**src/vr_pkg.sv**
```systemverilog
// Purpose: Shared constants and types for the regulator setpoint and latchoff block
// Assumes: 10 MHz master clock, byte-wide command registers on the two-wire bus
// Notes:   Counts are in master clock cycles
package vr_pkg;
	// Command codes
	localparam logic [7:0] CMD_OUTPUT_VOLTAGE_CODE   = 8'h21;
	localparam logic [7:0] CMD_REGULATOR_CONFIG_A    = 8'hD2;
	localparam logic [7:0] CMD_REGULATOR_CONFIG_B    = 8'hD3;
	localparam logic [7:0] CMD_OUTPUT_OFFSET_TRIM    = 8'hDB;
	localparam logic [7:0] CMD_OUTPUT_OFFSET_CAL     = 8'hDC;
	localparam logic [7:0] CMD_DROOP_CALIBRATION     = 8'hDE;
	localparam logic [7:0] CMD_DROOP_SETTING         = 8'hDF;
	localparam logic [7:0] CMD_PHASE1_BALANCE_GAIN   = 8'hE3;
	localparam logic [7:0] CMD_PHASE6_BALANCE_GAIN   = 8'hE8;
	localparam logic [7:0] CMD_PROTECTION_STATUS     = 8'h79;

	// Storage indices
	localparam logic [3:0] IDX_OUTPUT_VOLTAGE_CODE   = 4'h0;
	localparam logic [3:0] IDX_REGULATOR_CONFIG_A    = 4'h1;
	localparam logic [3:0] IDX_REGULATOR_CONFIG_B    = 4'h2;
	localparam logic [3:0] IDX_OUTPUT_OFFSET_TRIM    = 4'h3;
	localparam logic [3:0] IDX_OUTPUT_OFFSET_CAL     = 4'h4;
	localparam logic [3:0] IDX_DROOP_CALIBRATION     = 4'h5;
	localparam logic [3:0] IDX_DROOP_SETTING         = 4'h6;
	localparam logic [3:0] IDX_PHASE1_BALANCE_GAIN   = 4'h7;
	localparam int         NUM_REGS                  = 13;
	localparam int         NUM_PHASES                = 6;

	// Field positions
	localparam int         REGISTER_CODE_SELECT_BIT  = 3;
	localparam int         OFFSET_SIGN_BIT           = 5;

	// Values after reset
	localparam logic [7:0] RESET_GENERAL             = 8'h00;
	localparam logic [7:0] RESET_DROOP_SETTING       = 8'h10;
	localparam logic [7:0] RESET_DROOP_CALIBRATION   = 8'h10;
	localparam logic [7:0] RESET_PHASE_BALANCE_GAIN  = 8'h10;

	// Code limits
	localparam logic [6:0] DROOP_CENTER              = 7'h10;
	localparam logic [6:0] DROOP_MAX                 = 7'h1F;
	localparam logic [6:0] OFFSET_LIMIT              = 7'h1F;

	// Cycle counts
	localparam logic [11:0] STAGE_CYCLES             = 12'h040;
	localparam logic [2:0]  STAGE_LAST               = 3'h5;
	localparam logic [11:0] LATCHOFF_CYCLES          = 12'h800;

	// Bus target address; value is arbitrary
	localparam logic [6:0] TARGET_ADDRESS            = 7'h2A;

	typedef enum logic [4:0] {
		RUN_OFF         = 5'b00001,
		RUN_STARTUP     = 5'b00010,
		RUN_NORMAL      = 5'b00100,
		RUN_LATCH_TIMER = 5'b01000,
		RUN_LATCHED     = 5'b10000
	} run_state_type;

	typedef enum logic [6:0] {
		LINK_IDLE  = 7'b0000001,
		LINK_ADDR  = 7'b0000010,
		LINK_ACK   = 7'b0000100,
		LINK_CMD   = 7'b0001000,
		LINK_WDATA = 7'b0010000,
		LINK_RDATA = 7'b0100000,
		LINK_RACK  = 7'b1000000
	} link_state_type;

	typedef struct packed {
		logic       strobe;
		logic [7:0] cmd;
		logic [7:0] data;
	} reg_write_type;

	typedef struct packed {
		logic [7:0]                       voltage_id_code;
		logic [4:0]                       droop;
		logic [5:0]                       offset;
		logic [NUM_PHASES-1:0][4:0]       gains;
	} setpoint_type;
endpackage

```
**src/serial_target.sv**
```systemverilog
// Purpose: Two-wire serial bus target that turns bus transfers into register accesses
// Assumes: scl and sda_in are already synchronous to clk; sda is open drain
// Notes:   Write: addr+W, command, data...; read: addr+W, command, restart, addr+R, data...
`timescale 1ns/1ps
module serial_target
(
	input  wire logic             clk,
	input  wire logic             rst_n,
	input  wire logic             scl,
	input  wire logic             sda_in,
	output logic                  sda_oe,
	output vr_pkg::reg_write_type wr,
	output logic [7:0]            rd_cmd,
	input  wire logic [7:0]       rd_data
);
	import vr_pkg::*;

	link_state_type state, next_state;
	logic [7:0]     bits, next_bits;
	logic [3:0]     cnt, next_cnt;
	logic           scl_q, sda_q, is_read, next_is_read, got_cmd, next_got_cmd, next_oe;
	logic [7:0]     cmd, next_cmd;
	reg_write_type  next_wr;
	logic           start, stop, rise, fall;

	assign start  = scl & scl_q & sda_q & ~sda_in;
	assign stop   = scl & scl_q & ~sda_q & sda_in;
	assign rise   = scl & ~scl_q;
	assign fall   = ~scl & scl_q;
	assign rd_cmd = cmd;

	always_comb
	begin
		next_state   = state;
		next_bits    = bits;
		next_cnt     = cnt;
		next_is_read = is_read;
		next_got_cmd = got_cmd;
		next_cmd     = cmd;
		next_oe      = sda_oe;
		next_wr      = '{strobe: 1'b0, cmd: cmd, data: bits};
		if (start)
		begin
			next_state   = LINK_ADDR;
			next_cnt     = 4'h0;
			next_oe      = 1'b0;
			next_got_cmd = 1'b0;
		end
		else if (stop)
		begin
			next_state = LINK_IDLE;
			next_oe    = 1'b0;
		end
		else
		begin
			case (state)
				LINK_ADDR, LINK_CMD, LINK_WDATA:
				begin
					if (rise)
					begin
						next_bits = {bits[6:0], sda_in};
						next_cnt  = cnt + 4'h1;
					end
					else if (fall && cnt == 4'h8)
					begin
						next_cnt   = 4'h0;
						next_oe    = 1'b1;
						next_state = LINK_ACK;
						if (state == LINK_ADDR)
						begin
							next_is_read = bits[0];
							if (bits[7:1] != TARGET_ADDRESS)
							begin
								// Not ours: stay off the wire until the next start
								next_oe    = 1'b0;
								next_state = LINK_IDLE;
							end
						end
						else if (state == LINK_CMD)
						begin
							next_cmd     = bits;
							next_got_cmd = 1'b1;
						end
						else
							next_wr = '{strobe: 1'b1, cmd: cmd, data: bits};
					end
				end
				LINK_ACK:
				begin
					if (fall)
					begin
						next_cnt = 4'h0;
						next_oe  = 1'b0;
						if (is_read)
						begin
							next_state = LINK_RDATA;
							next_bits  = rd_data;
							next_oe    = ~rd_data[7];
							next_cnt   = 4'h1;
						end
						else if (got_cmd)
							next_state = LINK_WDATA;
						else
							next_state = LINK_CMD;
					end
				end
				LINK_RDATA:
				begin
					if (fall)
					begin
						if (cnt == 4'h8)
						begin
							next_oe    = 1'b0;
							next_cnt   = 4'h0;
							next_state = LINK_RACK;
						end
						else
						begin
							next_oe   = ~bits[6];
							next_bits = {bits[6:0], 1'b0};
							next_cnt  = cnt + 4'h1;
						end
					end
				end
				LINK_RACK:
				begin
					// Controller ack asks for the same register again; nack ends the read
					if (rise)
						next_state = sda_in ? LINK_IDLE : LINK_ACK;
				end
				LINK_IDLE:
					next_oe = 1'b0;
				default:
				begin
					next_state = LINK_IDLE;
					next_oe    = 1'b0;
				end
			endcase
		end
	end

	always_ff @(posedge clk or negedge rst_n)
	begin
		if (!rst_n)
		begin
			state   <= LINK_IDLE;
			bits    <= 8'h00;
			cnt     <= 4'h0;
			scl_q   <= 1'b1;
			sda_q   <= 1'b1;
			is_read <= 1'b0;
			got_cmd <= 1'b0;
			cmd     <= 8'h00;
			sda_oe  <= 1'b0;
			wr      <= '0;
		end
		else
		begin
			state   <= next_state;
			bits    <= next_bits;
			cnt     <= next_cnt;
			scl_q   <= scl;
			sda_q   <= sda_in;
			is_read <= next_is_read;
			got_cmd <= next_got_cmd;
			cmd     <= next_cmd;
			sda_oe  <= next_oe;
			wr      <= next_wr;
		end
	end
endmodule

```
**src/vr_setpoint_and_latchoff.sv**
```systemverilog
// Purpose: Over-current latchoff sequencing and serially programmed setpoints
// Assumes: enable, trip and comparator inputs are synchronous to clk
// Notes:   Analog loops consume the setpoint codes and the clamp and drive enables
`timescale 1ns/1ps
module vr_setpoint_and_latchoff
(
	input  wire logic         clk,
	input  wire logic         arst_n,
	input  wire logic         scl,
	input  wire logic         sda_in,
	output logic              sda_out,
	output logic              sda_oe,
	input  wire logic         enable,
	input  wire logic [7:0]   vid_pins,
	input  wire logic         current_limit_trip,
	input  wire logic         output_below_200mv,
	output logic              phase_drive_enable,
	output logic              latched,
	output logic [2:0]        startup_stage,
	output logic              secondary_limit_enable,
	output vr_pkg::setpoint_type setpoint
);
	import vr_pkg::*;

	logic                  rst_meta, rst_n;
	reg_write_type         wr;
	logic [7:0]            rd_cmd, rd_data;
	logic [7:0]            regs      [NUM_REGS];
	logic [7:0]            next_regs [NUM_REGS];
	run_state_type         state, next_state;
	logic [2:0]            next_stage;
	logic [11:0]           count, next_count;
	logic                  pending, next_pending;
	logic [NUM_PHASES-1:0][4:0] gain_codes;
	setpoint_type          next_setpoint;

	// Decoding shared by the write and read paths
	function automatic logic [4:0] reg_index(input logic [7:0] cmd);
		logic [4:0] r;
		r = 5'h00;
		case (cmd)
			CMD_OUTPUT_VOLTAGE_CODE: r = {1'b1, IDX_OUTPUT_VOLTAGE_CODE};
			CMD_REGULATOR_CONFIG_A:  r = {1'b1, IDX_REGULATOR_CONFIG_A};
			CMD_REGULATOR_CONFIG_B:  r = {1'b1, IDX_REGULATOR_CONFIG_B};
			CMD_OUTPUT_OFFSET_TRIM:  r = {1'b1, IDX_OUTPUT_OFFSET_TRIM};
			CMD_OUTPUT_OFFSET_CAL:   r = {1'b1, IDX_OUTPUT_OFFSET_CAL};
			CMD_DROOP_CALIBRATION:   r = {1'b1, IDX_DROOP_CALIBRATION};
			CMD_DROOP_SETTING:       r = {1'b1, IDX_DROOP_SETTING};
			default:
				if (cmd >= CMD_PHASE1_BALANCE_GAIN && cmd <= CMD_PHASE6_BALANCE_GAIN)
					r = {1'b1, IDX_PHASE1_BALANCE_GAIN + 4'(cmd - CMD_PHASE1_BALANCE_GAIN)};
		endcase
		return r;
	endfunction

	function automatic logic signed [7:0] sm_value(input logic [5:0] code);
		logic signed [7:0] m;
		m = signed'({3'h0, code[4:0]});
		return code[OFFSET_SIGN_BIT] ? -m : m;
	endfunction

	// Saturating sum of two sign-magnitude offsets, returned as sign-magnitude
	function automatic logic [5:0] offset_sum(input logic [5:0] a, input logic [5:0] b);
		logic signed [7:0] s;
		logic signed [7:0] lim;
		s   = sm_value(a) + sm_value(b);
		lim = signed'({1'b0, OFFSET_LIMIT});
		if (s > lim)
			s = lim;
		else if (s < -lim)
			s = -lim;
		return (s < 0) ? {1'b1, 5'(-s)} : {1'b0, 5'(s)};
	endfunction

	// Calibration trims the setting around its center; result kept inside 0..31
	function automatic logic [4:0] droop_code(input logic [4:0] set, input logic [4:0] cal);
		logic [6:0] s;
		s = {2'h0, set} + {2'h0, cal};
		if (s < DROOP_CENTER)
			s = 7'h00;
		else
			s = s - DROOP_CENTER;
		if (s > DROOP_MAX)
			s = DROOP_MAX;
		return s[4:0];
	endfunction

	// Reset release through two flip-flops
	always_ff @(posedge clk or negedge arst_n)
	begin
		if (!arst_n)
		begin
			rst_meta <= 1'b0;
			rst_n    <= 1'b0;
		end
		else
		begin
			rst_meta <= 1'b1;
			rst_n    <= rst_meta;
		end
	end

	serial_target u_serial_target
	(
		.clk     (clk),
		.rst_n   (rst_n),
		.scl     (scl),
		.sda_in  (sda_in),
		.sda_oe  (sda_oe),
		.wr      (wr),
		.rd_cmd  (rd_cmd),
		.rd_data (rd_data)
	);

	// Register file
	always_comb
	begin
		logic [4:0] wi;
		wi = reg_index(wr.cmd);
		for (int i = 0; i < NUM_REGS; i++)
			next_regs[i] = regs[i];
		if (wr.strobe && wi[4])
			next_regs[wi[3:0]] = wr.data;
	end

	always_comb
	begin
		logic [4:0] ri;
		ri = reg_index(rd_cmd);
		if (rd_cmd == CMD_PROTECTION_STATUS)
			rd_data = {pending, latched, 1'b0, state};
		else if (ri[4])
			rd_data = regs[ri[3:0]];
		else
			rd_data = 8'hFF;
	end

	always_ff @(posedge clk or negedge rst_n)
	begin
		if (!rst_n)
		begin
			for (int i = 0; i < NUM_REGS; i++)
				regs[i] <= (i >= int'(IDX_PHASE1_BALANCE_GAIN)) ? RESET_PHASE_BALANCE_GAIN
					: RESET_GENERAL;
			regs[IDX_DROOP_SETTING]     <= RESET_DROOP_SETTING;
			regs[IDX_DROOP_CALIBRATION] <= RESET_DROOP_CALIBRATION;
		end
		else
		begin
			for (int i = 0; i < NUM_REGS; i++)
				regs[i] <= next_regs[i];
		end
	end

	// Protection sequencer
	always_comb
	begin
		next_state   = state;
		next_stage   = startup_stage;
		next_count   = count;
		next_pending = pending;
		case (state)
			RUN_OFF:
				if (enable)
				begin
					next_state   = RUN_STARTUP;
					next_stage   = 3'h1;
					next_count   = 12'h000;
					next_pending = 1'b0;
				end
			RUN_STARTUP:
			begin
				// A trip here is remembered, not acted on, until the last stage ends
				next_pending = pending | current_limit_trip;
				next_count   = count + 12'h001;
				if (count == STAGE_CYCLES - 12'h001)
				begin
					next_count = 12'h000;
					if (startup_stage == STAGE_LAST)
						next_state = next_pending ? RUN_LATCH_TIMER : RUN_NORMAL;
					else
						next_stage = startup_stage + 3'h1;
				end
			end
			RUN_NORMAL:
				if (current_limit_trip)
				begin
					next_state = RUN_LATCH_TIMER;
					next_count = 12'h000;
				end
			RUN_LATCH_TIMER:
				if (!current_limit_trip)
				begin
					next_state   = RUN_NORMAL;
					next_pending = 1'b0;
				end
				else if (count == LATCHOFF_CYCLES - 12'h001)
					next_state = RUN_LATCHED;
				else
					next_count = count + 12'h001;
			RUN_LATCHED:
				next_state = RUN_LATCHED;
			default:
				next_state = RUN_OFF;
		endcase
		if (!enable)
		begin
			next_state = RUN_OFF;
			next_stage = 3'h0;
			next_count = 12'h000;
		end
	end

	// Setpoint codes
	genvar g;
	generate
		for (g = 0; g < NUM_PHASES; g++)
		begin : gen_gain
			assign gain_codes[g] = regs[int'(IDX_PHASE1_BALANCE_GAIN) + g][4:0];
		end
	endgenerate

	always_comb
	begin
		next_setpoint.gains  = gain_codes;
		next_setpoint.droop  = droop_code(regs[IDX_DROOP_SETTING][4:0],
			regs[IDX_DROOP_CALIBRATION][4:0]);
		next_setpoint.offset = offset_sum(regs[IDX_OUTPUT_OFFSET_TRIM][5:0],
			regs[IDX_OUTPUT_OFFSET_CAL][5:0]);
		// Either select bit alone keeps the pins in charge, so a half-done switch is harmless
		if (regs[IDX_REGULATOR_CONFIG_A][REGISTER_CODE_SELECT_BIT]
			&& regs[IDX_REGULATOR_CONFIG_B][REGISTER_CODE_SELECT_BIT])
			next_setpoint.voltage_id_code = regs[IDX_OUTPUT_VOLTAGE_CODE];
		else
			next_setpoint.voltage_id_code = vid_pins;
	end

	always_ff @(posedge clk or negedge rst_n)
	begin
		if (!rst_n)
		begin
			state                  <= RUN_OFF;
			startup_stage          <= 3'h0;
			count                  <= 12'h000;
			pending                <= 1'b0;
			phase_drive_enable     <= 1'b0;
			latched                <= 1'b0;
			secondary_limit_enable <= 1'b0;
			setpoint               <= '0;
			sda_out                <= 1'b0;
		end
		else
		begin
			state                  <= next_state;
			startup_stage          <= next_stage;
			count                  <= next_count;
			pending                <= next_pending;
			phase_drive_enable     <= next_state inside {RUN_STARTUP, RUN_NORMAL,
				RUN_LATCH_TIMER};
			latched                <= next_state == RUN_LATCHED;
			secondary_limit_enable <= next_state == RUN_STARTUP && output_below_200mv;
			setpoint               <= next_setpoint;
			sda_out                <= 1'b0;
		end
	end
endmodule

```
**config.mk**
```make
export PLATFORM = sky130hd
export DESIGN_NAME = vr_setpoint_and_latchoff
export DESIGN_NICKNAME = d
export VERILOG_FILES = /design/src/vr_pkg.sv /design/src/serial_target.sv /design/src/vr_setpoint_and_latchoff.sv
export SDC_FILE = /design/constraint.sdc
export NUM_CORES = 1
export LEC_CHECK = 0
export ABC_AREA = 0
export BUFFER_PORTS_ARGS = -buffer_cell sky130_fd_sc_hd__buf_2
export CORE_ASPECT_RATIO = 1.2
export CORE_MARGIN = 5
export CORE_UTILIZATION = 30
export DETAILED_ROUTE_END_ITERATION = 7
export PLACE_DENSITY = 0.44
export REMOVE_ABC_BUFFERS = 1
export SYNTH_ARGS = -nofsm -noshare
export SYNTH_HDL_FRONTEND = slang
export SYNTH_HIERARCHICAL = 1
export SYNTH_SLANG_ARGS = --single-unit
export TNS_END_PERCENT = 30
```
**constraint.sdc**
```tcl
create_clock -name clk -period 7.4 [get_ports clk]
set_input_delay 1.85 -clock clk [delete_from_list [all_inputs] [get_ports clk]]
set_output_delay 1.85 -clock clk [all_outputs]
set_load 0.1 [all_outputs]
```
## Word level (Yosys, flattened, before mapping)

Cells that the tools add are included.

- Register bits: 228
- Latch bits: 0
- Memory bits (writable): 0
- ROM bits: 0
- Bits of input ports: 15
- Output and inout port bits: 57
- Logic and storage cells: 272
- Memories kept: 0

- Add/subtract/negate cells: 13
- Multipliers: 0
- Divide/modulo/power cells: 0
- $lt $le $gt $ge: 12
- Equal/unequal tests: 64
- Shift operators: 0
- Multiplexer cells: 95
- Bitwise logic cells: 20
- Reduce and logical (&&, ||, !) cells: 25

Operators with widths:

| operator | count |
|---|---|
| 8-bit 2-to-1 mux | 15 |
| 17-bit 2-to-1 mux | 7 |
| 104-bit bitwise mux | 1 |
| 8-bit equality test (second input constant) | 12 |
| 7-bit 2-to-1 mux | 11 |
| 5-bit case mux with 7 select lines | 2 |
| 12-bit 2-to-1 mux | 5 |
| 5-bit 2-to-1 mux | 10 |
| 12-bit case mux with 4 select lines | 1 |
| 7-bit case mux with 5 select lines | 1 |
| 8-bit binary-select mux with 4-bit select | 1 |
| 8-bit demux with 4-bit select | 1 |
| 4-bit 2-to-1 mux | 8 |
| 5-bit case mux with 5 select lines | 1 |
| 4-bit by 1-bit inequality test with 1-bit output (second input constant) | 6 |
| 8-bit case mux with 3 select lines | 1 |
| 1-bit 2-to-1 mux | 20 |
| 8-bit by 6-bit equality test with 1-bit output (second input constant) | 2 |
| 8-bit greater-or-equal comparator (second input constant) | 2 |
| 8-bit <= comparator (second input constant) | 2 |
| 5-bit negator with 8-bit output | 2 |
| 3-bit 2-to-1 mux | 5 |
| 3-bit by 1-bit inequality test with 1-bit output (second input constant) | 5 |
| 3-bit inequality test (second input constant) | 5 |
| 58 further kinds | 103 |

## Longest topological paths before layout

- Depth in word-level cells: 16
- Gate-level depth with buffers: 16
- Mapped depth without buffers: 16

## Cells and area by module

Netlist, hierarchy kept.

Modules (own cells, without submodules):

| module | times used | cells an instance | area each (um^2) | sequential area each (um^2) |
|---|---|---|---|---|
| vr_setpoint_and_latchoff | 1 | 863 | 9567.9 | 4490.6 |
| serial_target | 1 | 211 | 2378.5 | 1229.9 |

## Least setup slack after synthesis

Ideal clock, no wire load.

- Path kind: reg2reg
- Start: reg regs[72] (netlist name)
- End: reg setpoint[34] (netlist name)
- Library setup time: 0.087 ns
- Data arrival time: 3.689 ns
- Data required time: 7.313 ns
- Path slack: 3.623 ns
- Stages on the path, launching flop included: 16
- Path buffers: 0
- Clock period less this slack: 3.777 ns
- Path through: dfrtp_1 -> inv_1 -> ha_1 -> nand2_1 -> o21ai_0 -> fa_1 -> a211o_1 -> a2111oi_0 -> a2111oi_0 -> nor4_1 -> nor2b_1 -> nor3_1 -> ha_1 -> a31oi_1 -> mux2_2 -> a22oi_1

RTL lines:

| what | RTL line | source |
|---|---|---|
| start, declared | vr_setpoint_and_latchoff.sv:28 | `logic [7:0] regs [NUM_REGS];` |
| start signal, assigned by index | vr_setpoint_and_latchoff.sv:143 | `regs[i] <= (i >= int'(IDX_PHASE1_BALANCE_GAIN)) ? RESET_PHASE_BALANCE_GAIN` |
| start signal, assigned by index | vr_setpoint_and_latchoff.sv:151 | `regs[i] <= next_regs[i];` |
| end signal, assigned | vr_setpoint_and_latchoff.sv:262 | `setpoint <= next_setpoint;` |
| end, declared | vr_setpoint_and_latchoff.sv:21 | `output vr_pkg::setpoint_type setpoint` |

==> summary.md <==
| Metric | Value |
|---|---|
| Largest net degree at the start of global routing | `168` |
| Peak supply drop | `around 0.00011 V` |
| Delay-heaviest family, CP | `compound AO/OA/AOI/OAI gates` |
| Count of input and output buffers | `70` |
| Post-route ant nets | `0` |
| Pins Over Slew Limit | `0` |
| Clock Latency Late Sink | `0.54 ns` |
| WL/cell | `20.4 um` |
| Most frequent standard cell in the layout excluding fill and tap cells | `dfrtp_1` |
| YS warnings | `6` |
| Endpoints failing setup | `0` |
| Highest Clock Rate | `approximately 230 MHz` |
| Cell Area, Synth | `about 12000 sq um` |
| Post-CTS Setup Inserts | `0` |
| Worst hold-check path type | `reg -> reg` |
| Layout cell share with drive strength beyond 1 | `a little over a quarter` |
| CTS H-Tree Depth | `1` |
| Initial Util | `approximately 30%` |
| Cell Pwr Density | `between 200 and 250 nW/um^2` |
| WS Path Type | `reg -> reg` |
| Setup TNS | `0 ns` |
| Final Hold Vio Count | `0` |
| Post-Route Skew | `roughly 0.017 ns` |
| CP Capture Type | `register` |
| Hold-fix buffers at CTS | `0` |
| Residual DRC | `0` |
| Relative slew slack | `between 10 and 15%` |
| CP Cell Sequence | `inv_1 > ha_1 > nand2_1 > o21ai_0 > fa_1 > a211o_1 > a2111oi_0 > a2111oi_0 > nor4_1 > nor2b_1 > nor3_1 > ha_1 > a31oi_1 > mux2_2 > a22oi_1` |
| Die W | `roughly 190 um` |
| Worst-Margin Slew | `1.30 ns` |
| Synth cell types | `slightly above 90` |
| Average cell area after synthesis | `11.1 sq um` |
| Mapped Cells | `between 1000 and 1500` |
| Clk buf depth | `3` |
| GPL Wtd Cong | `0.858` |
| Post-synth EDFFs | `0` |
| CTS tree | `built` |
| Clk root buf | `clkbuf_16` |
| Worst Path Buf+Inv | `1` |
| Placed cell count | `1624` |
| Fin crit share | `between 50% and 60%` |
| Final critical-path required period | `4.38 ns` |
| Finished Layout Cells | `about 1700` |
| DP HPWL | `around 24000 um` |
| Clock Sink Count | `around 230` |
| Routed WL | `roughly 34000 um` |
| Die ar. | `between 40000 and 50000 sq um` |
| LEAKAGE | `6.17 nW` |
| Synth-to-Final Area Change | `14.5%` |
| Crit-path max FO | `6` |
| Initial DRC count | `463` |
| Num CTS Buffers | `27` |
| Number of diodes | `0` |
| Resized cells post-CTS | `0` |
| Die Y-Extent | `around 230 um` |
| #FFs+latches synth | `228` |
| Initial antenna violation count | `1` |
| Number of global-route vias before repair | `8870` |
| Slowest stage delay, CP | `between 0.6 and 0.7 ns` |
| Worst Path Arrival | `a little under 5 ns` |
| Gr ovfl total | `0` |
| Slowest cell on crit path | `nor4_1` |
| Core Area | `approximately 40000 sq um` |
| Drt first pass iters | `5` |
| Unrepaired setup endpoints after global routing | `false` |
| Most frequent cells in the layout | `dfrtp_1 (215), mux2_2 (135), buf_2 (70)` |
| Gr usage total | `between 15 and 20%` |
| Vias per inst | `about 5.2` |
| Setup crit start kind | `register` |
| Main synth FF type | `dfrtp_1` |
| Io pins | `roughly 70` |
| Status | `finished, final reports clean` |
| Register area share after synthesis | `47.9%` |
| Fraction of registers with async set/reset | `100%` |
| FP Rows | `80` |
| Vias | `8776` |
| Nets@finish | `approximately 1200` |
| First-pass GRT wire length | `about 54000 um` |
| Clock slew at reported path FFs | `approximately 0.06 ns` |
| CP Data Required Time | `7.84 ns` |
| Max-Cap Viols | `0` |
## cell type report
class                   count  area [sq um]
fillers                  3973         25900
multi-input cells         749          5780
flip-flops and latches    228          5720
clock buffers              34           722
well taps                 533           667
repair buffers             81           445
clock inverters            15           215
inverters                  33           124
## state kept, by name, summed over array words and instances, names as in the netlist, 3 cells and up
register                flops
u_serial_target/bits        8
u_serial_target/rd_cmd      8
u_serial_target/state       7
u_serial_target/wr         17
regs                       74
setpoint                   49
gain_codes                 30
state                       5
u_serial_target/cnt         4
count                      12
startup_stage               3
## report_power, final
| part | switching [mW] | internal [mW] |
|---|---|---|
| clock network | 0.549 | 0.867 |
| registers | 0.132 | 1.31 |
| logic | 0.228 | 0.112 |
## worst paths after layout
kind                                      start                     end  slack, ns  depth (start not counted)
setup / recovery           regs[64]$_DFFE_PN0P_  setpoint[34]$_DFF_PN0_       3.02                         15
hold / removal               rst_meta$_DFF_PN0_         rst_n$_DFF_PN0_       0.35                          0
setup reg to reg           regs[64]$_DFFE_PN0P_  setpoint[34]$_DFF_PN0_       3.02                         15
hold reg to reg              rst_meta$_DFF_PN0_         rst_n$_DFF_PN0_       0.35                          0
max in group asynchronous       rst_n$_DFF_PN0_  setpoint[35]$_DFF_PN0_       5.49                          1
min in group asynchronous       rst_n$_DFF_PN0_  setpoint[29]$_DFF_PN0_       0.41                          0
## synthesized netlist by cell type, drive strengths merged (12+ instances only)
cell type | number | area [sq um]
a31oi | 16 | 106
nand3 | 40 | 205
clkbuf | 30 | 114
nor4 | 13 | 87.6
or3 | 13 | 81.3
a21oi | 27 | 139
nor2 | 43 | 161
mux2i | 18 | 180
nand2 | 70 | 265
inv | 33 | 124
o21ai | 49 | 245
buf | 34 | 211
mux2 | 136 | 1530
dfrtp | 216 | 5410
xnor2 | 15 | 131
a2111o | 12 | 135
a2111oi | 18 | 176
nand2b | 12 | 75.1
ha | 27 | 338
dfstp | 12 | 315
nor3 | 30 | 215
a21o | 13 | 97.6
## cells by family (layout without fill, tap and decap cells)
group                      count (synthesis)  count (layout)  synth area share [%]
xor gates and xnor gates                  18              18                  1.32
adders and majority gates                 30              30                  3.25
other                                      2               2                0.0629
and+or+nand+nor                          296             296                  13.8
DFF                                      228             228                  47.9
muxes                                    154             154                  14.3
AOI/OAI and AO/OA                        249             249                  15.6
buffers and inverters                     97             163                  3.76
## layer usage
layer,vias to the layer above,GRT usage [%],wire length (um)
li1,4131,-,-
met1,4417,19.8,14600
met2,166,26.8,17300
met3,60,2.03,1240
met4,2,4.84,986
met5,-,0,13
## through the flow
step | power [mW] | worst slack (ns) | cell area [sq um] | util (%) | hold WS, ns
after floorplan | 1.66 | 0.597 | 11600 | - | 0.331
after global placement | 1.81 | 3.17 | 12700 | 32.2 | 0.333
after detailed placement | 1.81 | 3.09 | 12700 | 32.2 | 0.337
after CTS | 3.25 | 3.03 | 13700 | 34.6 | 0.352
after global routing | 3.34 | 2.62 | 13700 | 34.6 | 0.358
final | 3.20 | 3.02 | 13700 | 34.6 | 0.348
No activity file was read; power rests on OpenSTA's default activity.
